<file path="config.mk">
export PLATFORM = sky130hd
export DESIGN_NAME = pwc_top
export DESIGN_NICKNAME = d
export VERILOG_FILES = /design/src/pwc_pkg.sv /design/src/pwc_prescaler.sv /design/src/pwc_channel.sv /design/src/pwc_top.sv
export SDC_FILE = /design/constraint.sdc
export NUM_CORES = 1
export LEC_CHECK = 0
export ABC_AREA = 0
export ABC_CLOCK_PERIOD_IN_PS = 12500
export BUFFER_PORTS_ARGS = -buffer_cell sky130_fd_sc_hd__buf_2
export CAP_MARGIN = 25
export CORE_ASPECT_RATIO = 0.8
export CORE_MARGIN = 2
export CORE_UTILIZATION = 25
export CTS_BUF_LIST = sky130_fd_sc_hd__clkbuf_8
export CTS_CLUSTER_SIZE = 25
export DETAILED_ROUTE_END_ITERATION = 12
export GPL_ROUTABILITY_DRIVEN = 1
export GPL_TIMING_DRIVEN = 0
export PLACE_DENSITY = 0.39
export SYNTH_ARGS = -nofsm -noshare
export SYNTH_HDL_FRONTEND = slang
export SYNTH_SLANG_ARGS = --single-unit
</file>
<file path="constraint.sdc">
create_clock -name clock -period 12.5 [get_ports clock]
set_input_delay 2.5 -clock clock [delete_from_list [all_inputs] [get_ports clock]]
set_output_delay 2.5 -clock clock [all_outputs]
set_load 0.02 [all_outputs]
</file>
<file path="src/pwc_pkg.sv">
package pwc_pkg;

  localparam int unsigned PWC_CHANNELS     = 6;
  localparam int unsigned PWC_ADDR_W       = 4;
  localparam int unsigned PWC_DATA_W       = 8;
  localparam int unsigned PWC_CODE_W       = 3;
  localparam int unsigned PWC_DIV_W        = 7;

  localparam logic [3:0] PWC_OFS_ENABLE        = 4'h0;
  localparam logic [3:0] PWC_OFS_START_LEVEL   = 4'h1;
  localparam logic [3:0] PWC_OFS_CLOCK_CHOICE  = 4'h2;
  localparam logic [3:0] PWC_OFS_PRESCALE      = 4'h3;
  localparam logic [3:0] PWC_OFS_ALIGNMENT     = 4'h4;
  localparam logic [3:0] PWC_OFS_JOIN          = 4'h5;
  localparam logic [3:0] PWC_OFS_SCALE_A       = 4'h6;
  localparam logic [3:0] PWC_OFS_SCALE_B       = 4'h7;
  localparam logic [3:0] PWC_OFS_STATUS        = 4'h8;

  localparam int unsigned PWC_PRE_A_LSB    = 0;
  localparam int unsigned PWC_PRE_B_LSB    = 4;
  localparam int unsigned PWC_JOIN_LOW_BIT = 4;
  localparam int unsigned PWC_JOIN_MID_BIT = 5;
  localparam int unsigned PWC_JOIN_UP_BIT  = 6;

  localparam logic [7:0] PWC_RST_CFG      = 8'h00;
  localparam logic [7:0] PWC_RST_SCALE    = 8'h00;
  localparam logic [5:0] PWC_GROUP_A_MASK = 6'h33;

  typedef struct packed {
    logic [5:0] start_level;
    logic [5:0] clock_choice;
    logic [2:0] clock_a_divide_code;
    logic [2:0] clock_b_divide_code;
    logic [5:0] center_align;
    logic [5:0] channel_enable;
    logic [2:0] join_pair;
    logic [7:0] clock_a_scale_value;
    logic [7:0] clock_b_scale_value;
  } pwc_cfg_t;

  typedef struct packed {
    logic [5:0] start_level;
    logic [5:0] use_scaled;
    logic [5:0] center_align;
    logic [5:0] active;
    logic [5:0] tick;
  } pwc_chan_t;

  typedef enum logic [1:0] {
    PWC_IDLE,
    PWC_ARMED,
    PWC_RUN
  } pwc_en_state_t;

endpackage : pwc_pkg

</file>
<file path="src/pwc_prescaler.sv">
`timescale 1ns/10ps
module pwc_prescaler
  import pwc_pkg::*;
#(
  parameter int unsigned CODE_W = PWC_CODE_W,
  parameter int unsigned DIV_W  = PWC_DIV_W
) (
  input  wire logic              clock,
  input  wire logic              rst_n,
  input  wire logic              run,
  input  wire logic [CODE_W-1:0] code,
  input  wire logic [7:0]        scale,
  output logic                   tick,
  output logic                   scaled_tick
);

  logic [DIV_W-1:0] count;
  logic [DIV_W-1:0] next_count;
  logic [7:0]       scount;
  logic [7:0]       next_scount;
  logic             half;
  logic             next_half;
  logic             next_tick;
  logic             next_scaled_tick;
  logic [DIV_W-1:0] mask;

  // Power-of-two divider then scale-and-halve divider
  always_comb begin
    mask             = DIV_W'((1 << code) - 1);
    next_count       = run ? DIV_W'(count + 1'b1) : '0;
    next_tick        = run && ((count & mask) == mask);
    next_scount      = scount;
    next_half        = half;
    next_scaled_tick = 1'b0;
    if (!run) begin
      next_scount = '0;
      next_half   = 1'b0;
    end else if (next_tick) begin
      // Scale value zero counts as 256
      if (scount == 8'(scale - 8'h01)) begin
        next_scount      = '0;
        next_half        = !half;
        next_scaled_tick = half;
      end else begin
        next_scount = 8'(scount + 8'h01);
      end
    end
  end

  always_ff @(posedge clock) begin
    if (!rst_n) begin
      count       <= '0;
      scount      <= '0;
      half        <= 1'b0;
      tick        <= 1'b0;
      scaled_tick <= 1'b0;
    end else begin
      count       <= next_count;
      scount      <= next_scount;
      half        <= next_half;
      tick        <= next_tick;
      scaled_tick <= next_scaled_tick;
    end
  end

endmodule : pwc_prescaler

</file>
<file path="src/pwc_channel.sv">
`timescale 1ns/10ps
module pwc_channel
  import pwc_pkg::*;
(
  input  wire logic       clock,
  input  wire logic       rst_n,
  input  wire logic       tick,
  input  wire logic       active,
  input  wire logic       start_level,
  input  wire logic       center_align,
  input  wire logic [7:0] period,
  input  wire logic [7:0] duty,
  output logic            wave
);

  logic [7:0] count;
  logic [7:0] next_count;
  logic       down;
  logic       next_down;
  logic       next_wave;
  logic       in_duty;

  // Counter: up only, or up then down
  always_comb begin
    next_count = count;
    next_down  = down;
    if (!active) begin
      next_count = '0;
      next_down  = 1'b0;
    end else if (tick) begin
      if (!center_align) begin
        next_down  = 1'b0;
        next_count = (count >= 8'(period - 8'h01)) ? 8'h00 : 8'(count + 8'h01);
      end else if (!down) begin
        if (count >= 8'(period - 8'h01)) begin
          next_down = 1'b1;
        end else begin
          next_count = 8'(count + 8'h01);
        end
      end else if (count == 8'h00) begin
        next_down = 1'b0;
      end else begin
        next_count = 8'(count - 8'h01);
      end
    end
    in_duty = (next_count < duty);
    next_wave = active ? (in_duty ? start_level : !start_level) : start_level;
  end

  always_ff @(posedge clock) begin
    if (!rst_n) begin
      count <= '0;
      down  <= 1'b0;
      wave  <= 1'b0;
    end else begin
      count <= next_count;
      down  <= next_down;
      wave  <= next_wave;
    end
  end

endmodule : pwc_channel

</file>
<file path="src/pwc_top.sv">
// The register offsets and the strobed register port were chosen for this implementation.
`timescale 1ns/10ps
// Function
// - Start level 1: output high at period start, low after duty.
// - Start level 0: output low at period start, high after duty.
// - Start level writes always taken; one odd pulse may result.
// - Channels 0,1,4,5 use clock A when bit 0, SA when 1.
// - Channels 2,3 use clock B when bit 0, SB when 1.
// - Clock choice writes always taken; one odd pulse may result.
// - Clock A is bus clock divided by two to code power.
// - Clock B divided likewise by its own independent code.
// - A and SA feed only 0,1,4,5; B and SB only 2,3.
// - Prescale codes writable anytime; one odd pulse may result.
// - Alignment bit 1 gives center aligned, 0 left aligned.
// - All four config registers readable and writable anytime.
// - Six bits per register; bit x controls channel x.
// - Joined pair takes clock, polarity, alignment from low-order channel.
// - SA is clock A divided by scale value, then by two.
// - Enabled channel starts at next cycle of its clock source.
module pwc_top
  import pwc_pkg::*;
#(
  parameter int unsigned CHANNELS = PWC_CHANNELS
) (
  input  wire logic                  clock,
  input  wire logic                  rst_n,
  input  wire logic [PWC_ADDR_W-1:0] addr,
  input  wire logic [PWC_DATA_W-1:0] wdata,
  input  wire logic                  wr_stb,
  input  wire logic                  rd_stb,
  input  wire logic [8*CHANNELS-1:0] period_flat,
  input  wire logic [8*CHANNELS-1:0] duty_flat,
  output logic [PWC_DATA_W-1:0]      rdata,
  output logic [CHANNELS-1:0]        wave_out,
  output pwc_chan_t                  chan_cfg
);

  pwc_cfg_t          cfg;
  pwc_cfg_t          next_cfg;
  logic [7:0]        next_rdata;
  pwc_en_state_t     en_state [CHANNELS];
  pwc_en_state_t     next_en_state [CHANNELS];
  logic [5:0]        owner;
  logic [5:0]        src_tick;
  logic [5:0]        ch_wave;
  logic [5:0]        raw_wave;
  logic              tick_a;
  logic              tick_sa;
  logic              tick_b;
  logic              tick_sb;
  logic              any_enabled;
  pwc_chan_t         next_chan;

  function automatic logic [7:0] pad6(input logic [5:0] v);
    pad6 = {2'b00, v};
  endfunction : pad6

  // Register writes, no mode restriction
  always_comb begin
    next_cfg = cfg;
    if (wr_stb) begin
      if (addr == PWC_OFS_ENABLE) begin
        next_cfg.channel_enable = wdata[5:0];
      end else if (addr == PWC_OFS_START_LEVEL) begin
        next_cfg.start_level = wdata[5:0];
      end else if (addr == PWC_OFS_CLOCK_CHOICE) begin
        next_cfg.clock_choice = wdata[5:0];
      end else if (addr == PWC_OFS_PRESCALE) begin
        next_cfg.clock_a_divide_code = wdata[PWC_PRE_A_LSB +: 3];
        next_cfg.clock_b_divide_code = wdata[PWC_PRE_B_LSB +: 3];
      end else if (addr == PWC_OFS_ALIGNMENT) begin
        next_cfg.center_align = wdata[5:0];
      end else if (addr == PWC_OFS_JOIN) begin
        next_cfg.join_pair = {wdata[PWC_JOIN_UP_BIT], wdata[PWC_JOIN_MID_BIT], wdata[PWC_JOIN_LOW_BIT]};
      end else if (addr == PWC_OFS_SCALE_A) begin
        next_cfg.clock_a_scale_value = wdata;
      end else if (addr == PWC_OFS_SCALE_B) begin
        next_cfg.clock_b_scale_value = wdata;
      end
    end
  end

  // Read path, answer in the following cycle
  always_comb begin
    next_rdata = 8'h00;
    if (rd_stb) begin
      if (addr == PWC_OFS_ENABLE) begin
        next_rdata = pad6(cfg.channel_enable);
      end else if (addr == PWC_OFS_START_LEVEL) begin
        next_rdata = pad6(cfg.start_level);
      end else if (addr == PWC_OFS_CLOCK_CHOICE) begin
        next_rdata = pad6(cfg.clock_choice);
      end else if (addr == PWC_OFS_PRESCALE) begin
        next_rdata = {1'b0, cfg.clock_b_divide_code, 1'b0, cfg.clock_a_divide_code};
      end else if (addr == PWC_OFS_ALIGNMENT) begin
        next_rdata = pad6(cfg.center_align);
      end else if (addr == PWC_OFS_JOIN) begin
        next_rdata = {1'b0, cfg.join_pair, 4'h0};
      end else if (addr == PWC_OFS_SCALE_A) begin
        next_rdata = cfg.clock_a_scale_value;
      end else if (addr == PWC_OFS_SCALE_B) begin
        next_rdata = cfg.clock_b_scale_value;
      end else if (addr == PWC_OFS_STATUS) begin
        next_rdata = pad6(ch_wave);
      end
    end
  end

  always_ff @(posedge clock) begin
    if (!rst_n) begin
      cfg   <= '0;
      rdata <= 8'h00;
    end else begin
      cfg   <= next_cfg;
      rdata <= next_rdata;
    end
  end

  assign any_enabled = |cfg.channel_enable;

  pwc_prescaler u_pre_a (
    .clock       (clock),
    .rst_n       (rst_n),
    .run         (any_enabled),
    .code        (cfg.clock_a_divide_code),
    .scale       (cfg.clock_a_scale_value),
    .tick        (tick_a),
    .scaled_tick (tick_sa)
  );

  pwc_prescaler u_pre_b (
    .clock       (clock),
    .rst_n       (rst_n),
    .run         (any_enabled),
    .code        (cfg.clock_b_divide_code),
    .scale       (cfg.clock_b_scale_value),
    .tick        (tick_b),
    .scaled_tick (tick_sb)
  );

  // Control bits owner per channel; joined pair uses low-order channel
  always_comb begin
    for (int i = 0; i < 6; i++) begin
      owner[i] = 1'b0;
    end
    for (int i = 0; i < 6; i++) begin
      next_chan.start_level[i]  = 1'b0;
      next_chan.use_scaled[i]   = 1'b0;
      next_chan.center_align[i] = 1'b0;
      next_chan.active[i]       = 1'b0;
      next_chan.tick[i]         = 1'b0;
    end
    for (int i = 0; i < 6; i++) begin
      owner[i] = (i % 2 == 0) && cfg.join_pair[i/2];
      next_chan.start_level[i]  = cfg.start_level[owner[i] ? i + 1 : i];
      next_chan.use_scaled[i]   = cfg.clock_choice[owner[i] ? i + 1 : i];
      next_chan.center_align[i] = cfg.center_align[owner[i] ? i + 1 : i];
      next_chan.active[i]       = (en_state[i] == PWC_RUN);
      if (PWC_GROUP_A_MASK[i]) begin
        src_tick[i] = next_chan.use_scaled[i] ? tick_sa : tick_a;
      end else begin
        src_tick[i] = next_chan.use_scaled[i] ? tick_sb : tick_b;
      end
      next_chan.tick[i] = src_tick[i];
    end
  end

  always_comb begin
    for (int i = 0; i < CHANNELS; i++) begin
      next_en_state[i] = en_state[i];
      case (en_state[i])
        PWC_IDLE: begin
          if (cfg.channel_enable[i] && !owner[i]) begin
            next_en_state[i] = PWC_ARMED;
          end
        end
        PWC_ARMED: begin
          if (!cfg.channel_enable[i] || owner[i]) begin
            next_en_state[i] = PWC_IDLE;
          end else if (src_tick[i]) begin
            next_en_state[i] = PWC_RUN;
          end
        end
        default: begin
          if (!cfg.channel_enable[i] || owner[i]) begin
            next_en_state[i] = PWC_IDLE;
          end
        end
      endcase
    end
  end

  always_ff @(posedge clock) begin
    for (int i = 0; i < CHANNELS; i++) begin
      if (!rst_n) begin
        en_state[i] <= PWC_IDLE;
      end else begin
        en_state[i] <= next_en_state[i];
      end
    end
  end

  genvar g;
  generate
    for (g = 0; g < 6; g++) begin : g_ch
      pwc_channel u_ch (
        .clock        (clock),
        .rst_n        (rst_n),
        .tick         (src_tick[g]),
        .active       (en_state[g] == PWC_RUN),
        .start_level  (next_chan.start_level[g]),
        .center_align (next_chan.center_align[g]),
        .period       (period_flat[8*g +: 8]),
        .duty         (duty_flat[8*g +: 8]),
        .wave         (raw_wave[g])
      );
    end
  endgenerate

  always_comb begin
    for (int i = 0; i < 6; i++) begin
      ch_wave[i] = raw_wave[i];
    end
  end

  always_ff @(posedge clock) begin
    if (!rst_n) begin
      wave_out <= '0;
      chan_cfg <= '0;
    end else begin
      wave_out <= ch_wave & ~owner;
      chan_cfg <= next_chan;
    end
  end
endmodule : pwc_top

</file>
Yosys cells after proc, flatten, opt, wreduce, memory -nomap -nowiden
Memories as Yosys holds them, arrays and structs flattened.
Index checks and enable logic that the tools add are counted.

cells by class
  bitwise operators = 19
  shift-type cells = 2
  multiplexer cells = 163
  equality and inequality tests = 24
  magnitude comparators = 15
  add/subtract/negate cells = 26
  reductions and logical operators = 58

operators by type and width
  cell                 number
  $mux 8               46
  $sub 8x1->8 const B  14
  $mux 1               65
  $add 8x1->8 const B  8
  $mux 2               30
  $ge 8x8->1           6
  $logic_not 8->1      6
  $lt 8x8->1           6
  $bmux 1 s3           9
  $mux 6               4
  $pmux 2 s2           6
  $reduce_and 2->1     11
  $mux 7               3
  $eq 4x3->1 const B   4
  $eq 8x8->1           2
  $add 7x1->7 const B  2
  $and 7x7->7          2
  $eq 7x7->1           2
  $logic_not 1->1      14
  $shl 1x3->7 const A  2
  $sub 7x2->7 const B  2
  $eq 2x1->1 const B   6
  $eq 2x2->1 const B   6
  $logic_not 2->1      6
  other kinds (23)     45

storage, ports and cells
  output and inout port bits = 44
  register bits after elaboration = 189
  logic and storage cells = 354
  input bits = 112
  memories kept = 1
  RAM bits = 12

memories
  name      depth  width  rd ports  clocked after Yosys merged registers in  wr ports  RTL line       RTL
  en_state  6      2      6         0                                        6         pwc_top.sv:41  pwc_en_state_t en_state [CHANNELS];

Logic depth before layout (Yosys ltp)
  depth in word-level cells = 10
  mapped depth = 22
  gate-level depth less buffers = 21

Cells and area by module
A second synthesis with hierarchy kept.

unflattened totals
  cells, all modules = 1,866
  area, all modules = 15,300.9 µm²

by module, submodules not included
  module                           area each (µm²)  seq. area each (µm²)  cells each  instances
  pwc_top                          4,468.0          2,102.0               439         1
  pwc_channel at g_ch[1].u_ch ...  1,420.1          200.2                 191         3
  pwc_channel at g_ch[5].u_ch      1,485.2          200.2                 202         1
  pwc_channel at g_ch[3].u_ch      1,480.2          200.2                 202         1
  pwc_channel at g_ch[0].u_ch      1,438.9          200.2                 201         1
  pwc_prescaler at u_pre_a         1,088.5          360.3                 126         1
  pwc_prescaler at u_pre_b         1,079.8          360.3                 123         1

Worst setup path after synthesis
No wires, ideal clock.

  path kind = input port to flip-flop
  start point = in period_flat[5]
  end point = reg g_ch[0].u_ch.wave
  required time = 12.372 ns
  stages = 19
  path slack = 6.207 ns
  arrival = 6.165 ns
  library setup time = 0.128 ns
  buffers on the path = 1
  path through = or4_1 nor4_1 xnor2_1 ha_1 a2111o_1 a31oi_1 o21ai_0 clkbuf_1 a311o_1 a211oi_1 nor2_1 ha_1 a21o_1 a21o_1 a21oi_1 o22ai_1 a41oi_1 xnor2_1 nor2_1

on the way
  cells in the longest elaborated chain, start to end = 10
  elaborated cells on any way between the ends = 11
  those cells by class = 1 x add/sub; 2 x order compare; 8 x mux

RTL lines
  element                         RTL line                              RTL
  start: declaration              pwc_top.sv:31                         input wire logic [8*CHANNELS-1:0] period_flat,
  $sub 8x1->8 *                   pwc_channel.sv:33, pwc_channel.sv:35
  $ge 8x8->1 *                    pwc_channel.sv:33, pwc_channel.sv:35
  $mux 8                          pwc_channel.sv:35                     if (count >= 8'(period - 8'h01)) begin
  $mux 8                          pwc_channel.sv:34                     end else if (!down) begin
  $mux 8 *                        pwc_channel.sv:31                     if (!center_align) begin
  $mux 8 *                        pwc_channel.sv:30                     end else if (tick) begin
  $mux 8 *                        pwc_channel.sv:27                     if (!active) begin
  net g_ch[0].u_ch.next_count[5]  pwc_channel.sv:17                     logic [7:0] next_count;
  $lt 8x8->1 *                    pwc_channel.sv:46                     in_duty = (next_count < duty);
  $mux 1 * (2 in a row)           pwc_channel.sv:47                     next_wave = active ? (in_duty ? start_level : !start_level) : start_level;
  end signal: assignment          pwc_channel.sv:58                     wave <= next_wave;
  end: declaration                pwc_channel.sv:13                     output logic wave

Mark *: on every way through the listed nets, which the timed path passes. The rest lies on a longest branch.
A chain may end at the register's enable or synchronous reset.

Worst setup path after layout
  start point = in period_flat[29]
  end point = reg g_ch[3].u_ch.wave

on the way
  cells in the longest elaborated chain, start to end = 10
  elaborated cells on any way between the ends = 11
  those cells by class = 1 x add/sub; 2 x order compare; 8 x mux

RTL lines
  element                         RTL line
  $sub 8x1->8 *                   pwc_channel.sv:33, pwc_channel.sv:35
  $ge 8x8->1 *                    pwc_channel.sv:33, pwc_channel.sv:35
  $mux 8                          pwc_channel.sv:35
  $mux 8                          pwc_channel.sv:34
  $mux 8 *                        pwc_channel.sv:31
  $mux 8 *                        pwc_channel.sv:30
  $mux 8 *                        pwc_channel.sv:27
  net g_ch[3].u_ch.next_count[3]  pwc_channel.sv:17
  $lt 8x8->1 *                    pwc_channel.sv:46
  $mux 1 * (2 in a row)           pwc_channel.sv:47
  end signal: assignment          pwc_channel.sv:58
  end: declaration                pwc_channel.sv:13

Marked as above.

==> impl_metrics.tcl <==
set metrics [dict create \
    place_congestion 0.903 \
    slew_headroom 0.273 \
    min_path_type "flip-flop to flip-flop" \
    finalHoldViolCount 0 \
    clock_skew_ns 0.0271 \
    cp_data_arrival_time_ns 7.23 \
    post_cts_buffers 0 \
    finalNetCount 2308 \
    routed-via-count 14400 \
    drv_slew 0 \
    start_util 0.252 \
    finalCriticalPeriod_ns 6.78 \
    clock.fmax_mhz 147 \
    ys_types 77 \
    ys_seq_area_frac 0.276 \
    crit_required_ns 12.95 \
    outcome "finished, final reports clean" \
    drive_gt1_frac 0.119 \
    critPathLaunchType "input port" \
    netlist_top_cells_count "nor2_1 (247), dfxtp_1 (201), nand2_1 (145)" \
    groute.layer.met1.usage 0.246 \
    routed_via_density 5.01 \
    crit_fanout 7 \
    drt_pass1_iterations 5 \
    avgSynthCellArea_um2 7.78 \
    cp_slowest_stage_delay_ns 0.68 \
    antenna_found_initial 3 \
    slowest_stage "a2111oi_0" \
    postCtsHoldBufs 0 \
    yosysTopAreaCell "dfxtp_1" \
    cts_sinks 201 \
    synth_edf_count 0 \
    async_flop_share 0 \
    grt_pass1_vias 13800 \
    routed_wl_um 52100 \
    vdd_drop_max_mv 0.0605 \
    synthToLayoutAreaGrowth_pct 17.9 \
    whs_ns 0.451 \
    portBuffers 150 \
    post_drt_wl_per_cell_um 18.2 \
    ant_nets 0 \
    drc 0 \
    track_usage 0.170 \
    dp_hpwl_um 39600 \
    worst_pin_slew_ns 1.06 \
    clk_pin_slew_ns 0.06 \
    cp-end-kind "flip-flop" \
    power.density_mw_per_mm2 89.6 \
    cts_tree "built" \
    grt_pass1_wl_um 79800 \
    die-area_mm2 0.0603 \
    ctsLongestPathBuffers 3 \
    r2r-start "g_ch[4].u_ch.count[0]" \
    grt_use_met3 0.0271 \
    grt_max_degree 11 \
    setup_viol 0 \
    fin_setup_tns_ns 0 \
    syn_area_mm2 0.0146 \
    hp-start "u_pre_b.half" \
    cts-root-buf "clkbuf_8" \
    critPathBufInv 1 \
    grt.busiest_layer "met2" \
    die_w_um 274 \
    cts_max_level 2 \
    ys_ff_latch 201 \
    cap_violations 0 \
    synth_cells 1874 \
    core_mm2 0.0579 \
    cts_made_buffers 41 \
    ctsResizeCount 0 \
    die_h_um 220 \
    path_cells "buf_2, or4_1, nor4_1, xnor2_1, ha_1, a2111oi_0, nor2b_1, o21a_1, nor2_1, o41a_1, o32ai_1, ha_1, a21o_1, a21oi_1, o21ai_0, nand2_1, o41ai_1, xnor2_1, nor2_1" \
    yosysTopAreaCellShare 0.276 \
    criticalPathCategory "input port to flip-flop" \
    synth_area_leaders "dfxtp_1 (28%), ha_1 (11%), nor2_1 (6.4%)" \
    cp-startpoint "period_flat[29]" \
    min_period_over_period 0.543 \
    syn_nets 2113 \
    synth_warnings 0 \
    insertion_delay_ns 0.60 \
    crit_family "compound AO/OA/AOI/OAI gates" \
    synth-main-ff-cell "dfxtp_1" \
    std_cell_rows 79 \
    globalRouteOverflowTotal 0 \
    io_pins 156 \
    use_met2 0.257 \
    n_fill_cell 6362 \
    rsz0062_at_grt "no" \
    p_leak_nw 7.24 \
    yosysMostFrequentCell "nor2_1" \
    drt_iter0_drc 915 \
]
metal layers:
layer	vias to the layer above	routed length (um)
li1	7130	-
met1	6795	26000
met2	386	22000
met3	70	2900
met4	2	1110
met5	-	8
path summary, 6_finish.rpt:
| check | slack (ns) | depth (start not counted) | to |
|---|---|---|---|
| min reg2reg | 0.45 | 2 | u_pre_b.scaled_tick |
| max reg2reg | 7.78 | 17 | g_ch[4].u_ch.wave |
| min | 0.45 | 2 | u_pre_b.scaled_tick |
| max | 5.72 | 19 | g_ch[3].u_ch.wave |
cells by family (layout without fill, tap and decap cells):
logic type / Yosys count / after routing / synth area share
flops: 201 / 201 / 0.276
compound gates: 402 / 402 / 0.185
mux: 96 / 96 / 0.0689
simple gates: 747 / 747 / 0.250
buf+inv: 206 / 430 / 0.0540
xor+xnor: 95 / 95 / 0.0571
other cells: 0 / 1 / 0
fa+ha+maj: 127 / 127 / 0.109
power breakdown:
| group | total (W) | switching (W) | internal [W] |
|---|---|---|---|
| registers | 0.000650 | 0.00000469 | 0.000645 |
| clock network | 0.000748 | 0.000320 | 0.000428 |
| logic | 0.000142 | 0.0000885 | 0.0000538 |
| total | 0.00154 | 0.000413 | 0.00113 |
stage by stage:
step	setup slack [ns]	util	power, W	std cells	instance area (um^2)
finish	5.72	0.297	0.00154	2868	17200
floorplan	6.21	-	0.000744	1874	14600
CTS	5.81	0.296	0.00158	2866	17200
detailed placement	5.17	0.281	0.000806	2794	16300
global route	5.38	0.297	0.00162	2868	17200
global placement	5.24	0.281	0.000804	2793	16300
layout make-up:
cell class                 count  area (um^2)  share of cell area
clock inverter                21          166             0.00968
buffer                        85          333              0.0194
tap                          769          962              0.0560
timing repair buffer         152          773              0.0450
multi-input combinational   1467         9770               0.568
sequential                   201         4020               0.234
antenna                        1         2.50            0.000146
inverter                     121          454              0.0264
clock buffer                  51          702              0.0408
worst reg2reg max path, delay by kind of cell, from the launching register on:
kind,cells,cell delay [ns]
AOI/OAI and AO/OA,7,1.70
and+or+nand+nor,4,0.72
adders and majority gates,2,0.60
muxes,2,0.57
buffers and inverters,2,0.53
DFF,1,0.49
state kept, by name, summed over array words and instances (netlist names), 6 cells and up:
signal,count
u_pre_a.scount,8
chan_cfg,30
u_pre_b.scount,8
cfg,49
g_ch.u_ch.count,48
u_pre_a.count,7
g_ch.u_ch.down,6
rdata,8
u_pre_b.count,7
g_ch.u_ch.wave,6
wave_out,6
en_state,12
cell usage in the layout (no fill, tap or decap), drive strengths merged, types with 11 or more instances in the layout:
master / netlist / routed
nor4b: 13 / 13
a21oi: 86 / 86
xor2: 38 / 38
mux2i: 79 / 79
and2: 43 / 43
nor3: 75 / 75
nand3: 46 / 46
o31ai: 13 / 13
nand2b: 29 / 29
a32oi: 11 / 11
buf: 18 / 170
and3: 27 / 27
inv: 118 / 133
a211oi: 18 / 18
mux2: 15 / 15
nand4: 25 / 25
clkbuf: 67 / 118
o22ai: 14 / 14
nor4: 20 / 20
nor2: 247 / 247
nor2b: 26 / 26
nand2: 145 / 145
a21o: 23 / 23
o21ai: 81 / 81
xnor2: 57 / 57
a31oi: 34 / 34
a22oi: 17 / 17
ha: 127 / 127
dfxtp: 201 / 201
Note: power is estimated with default switching activity, not from simulation.
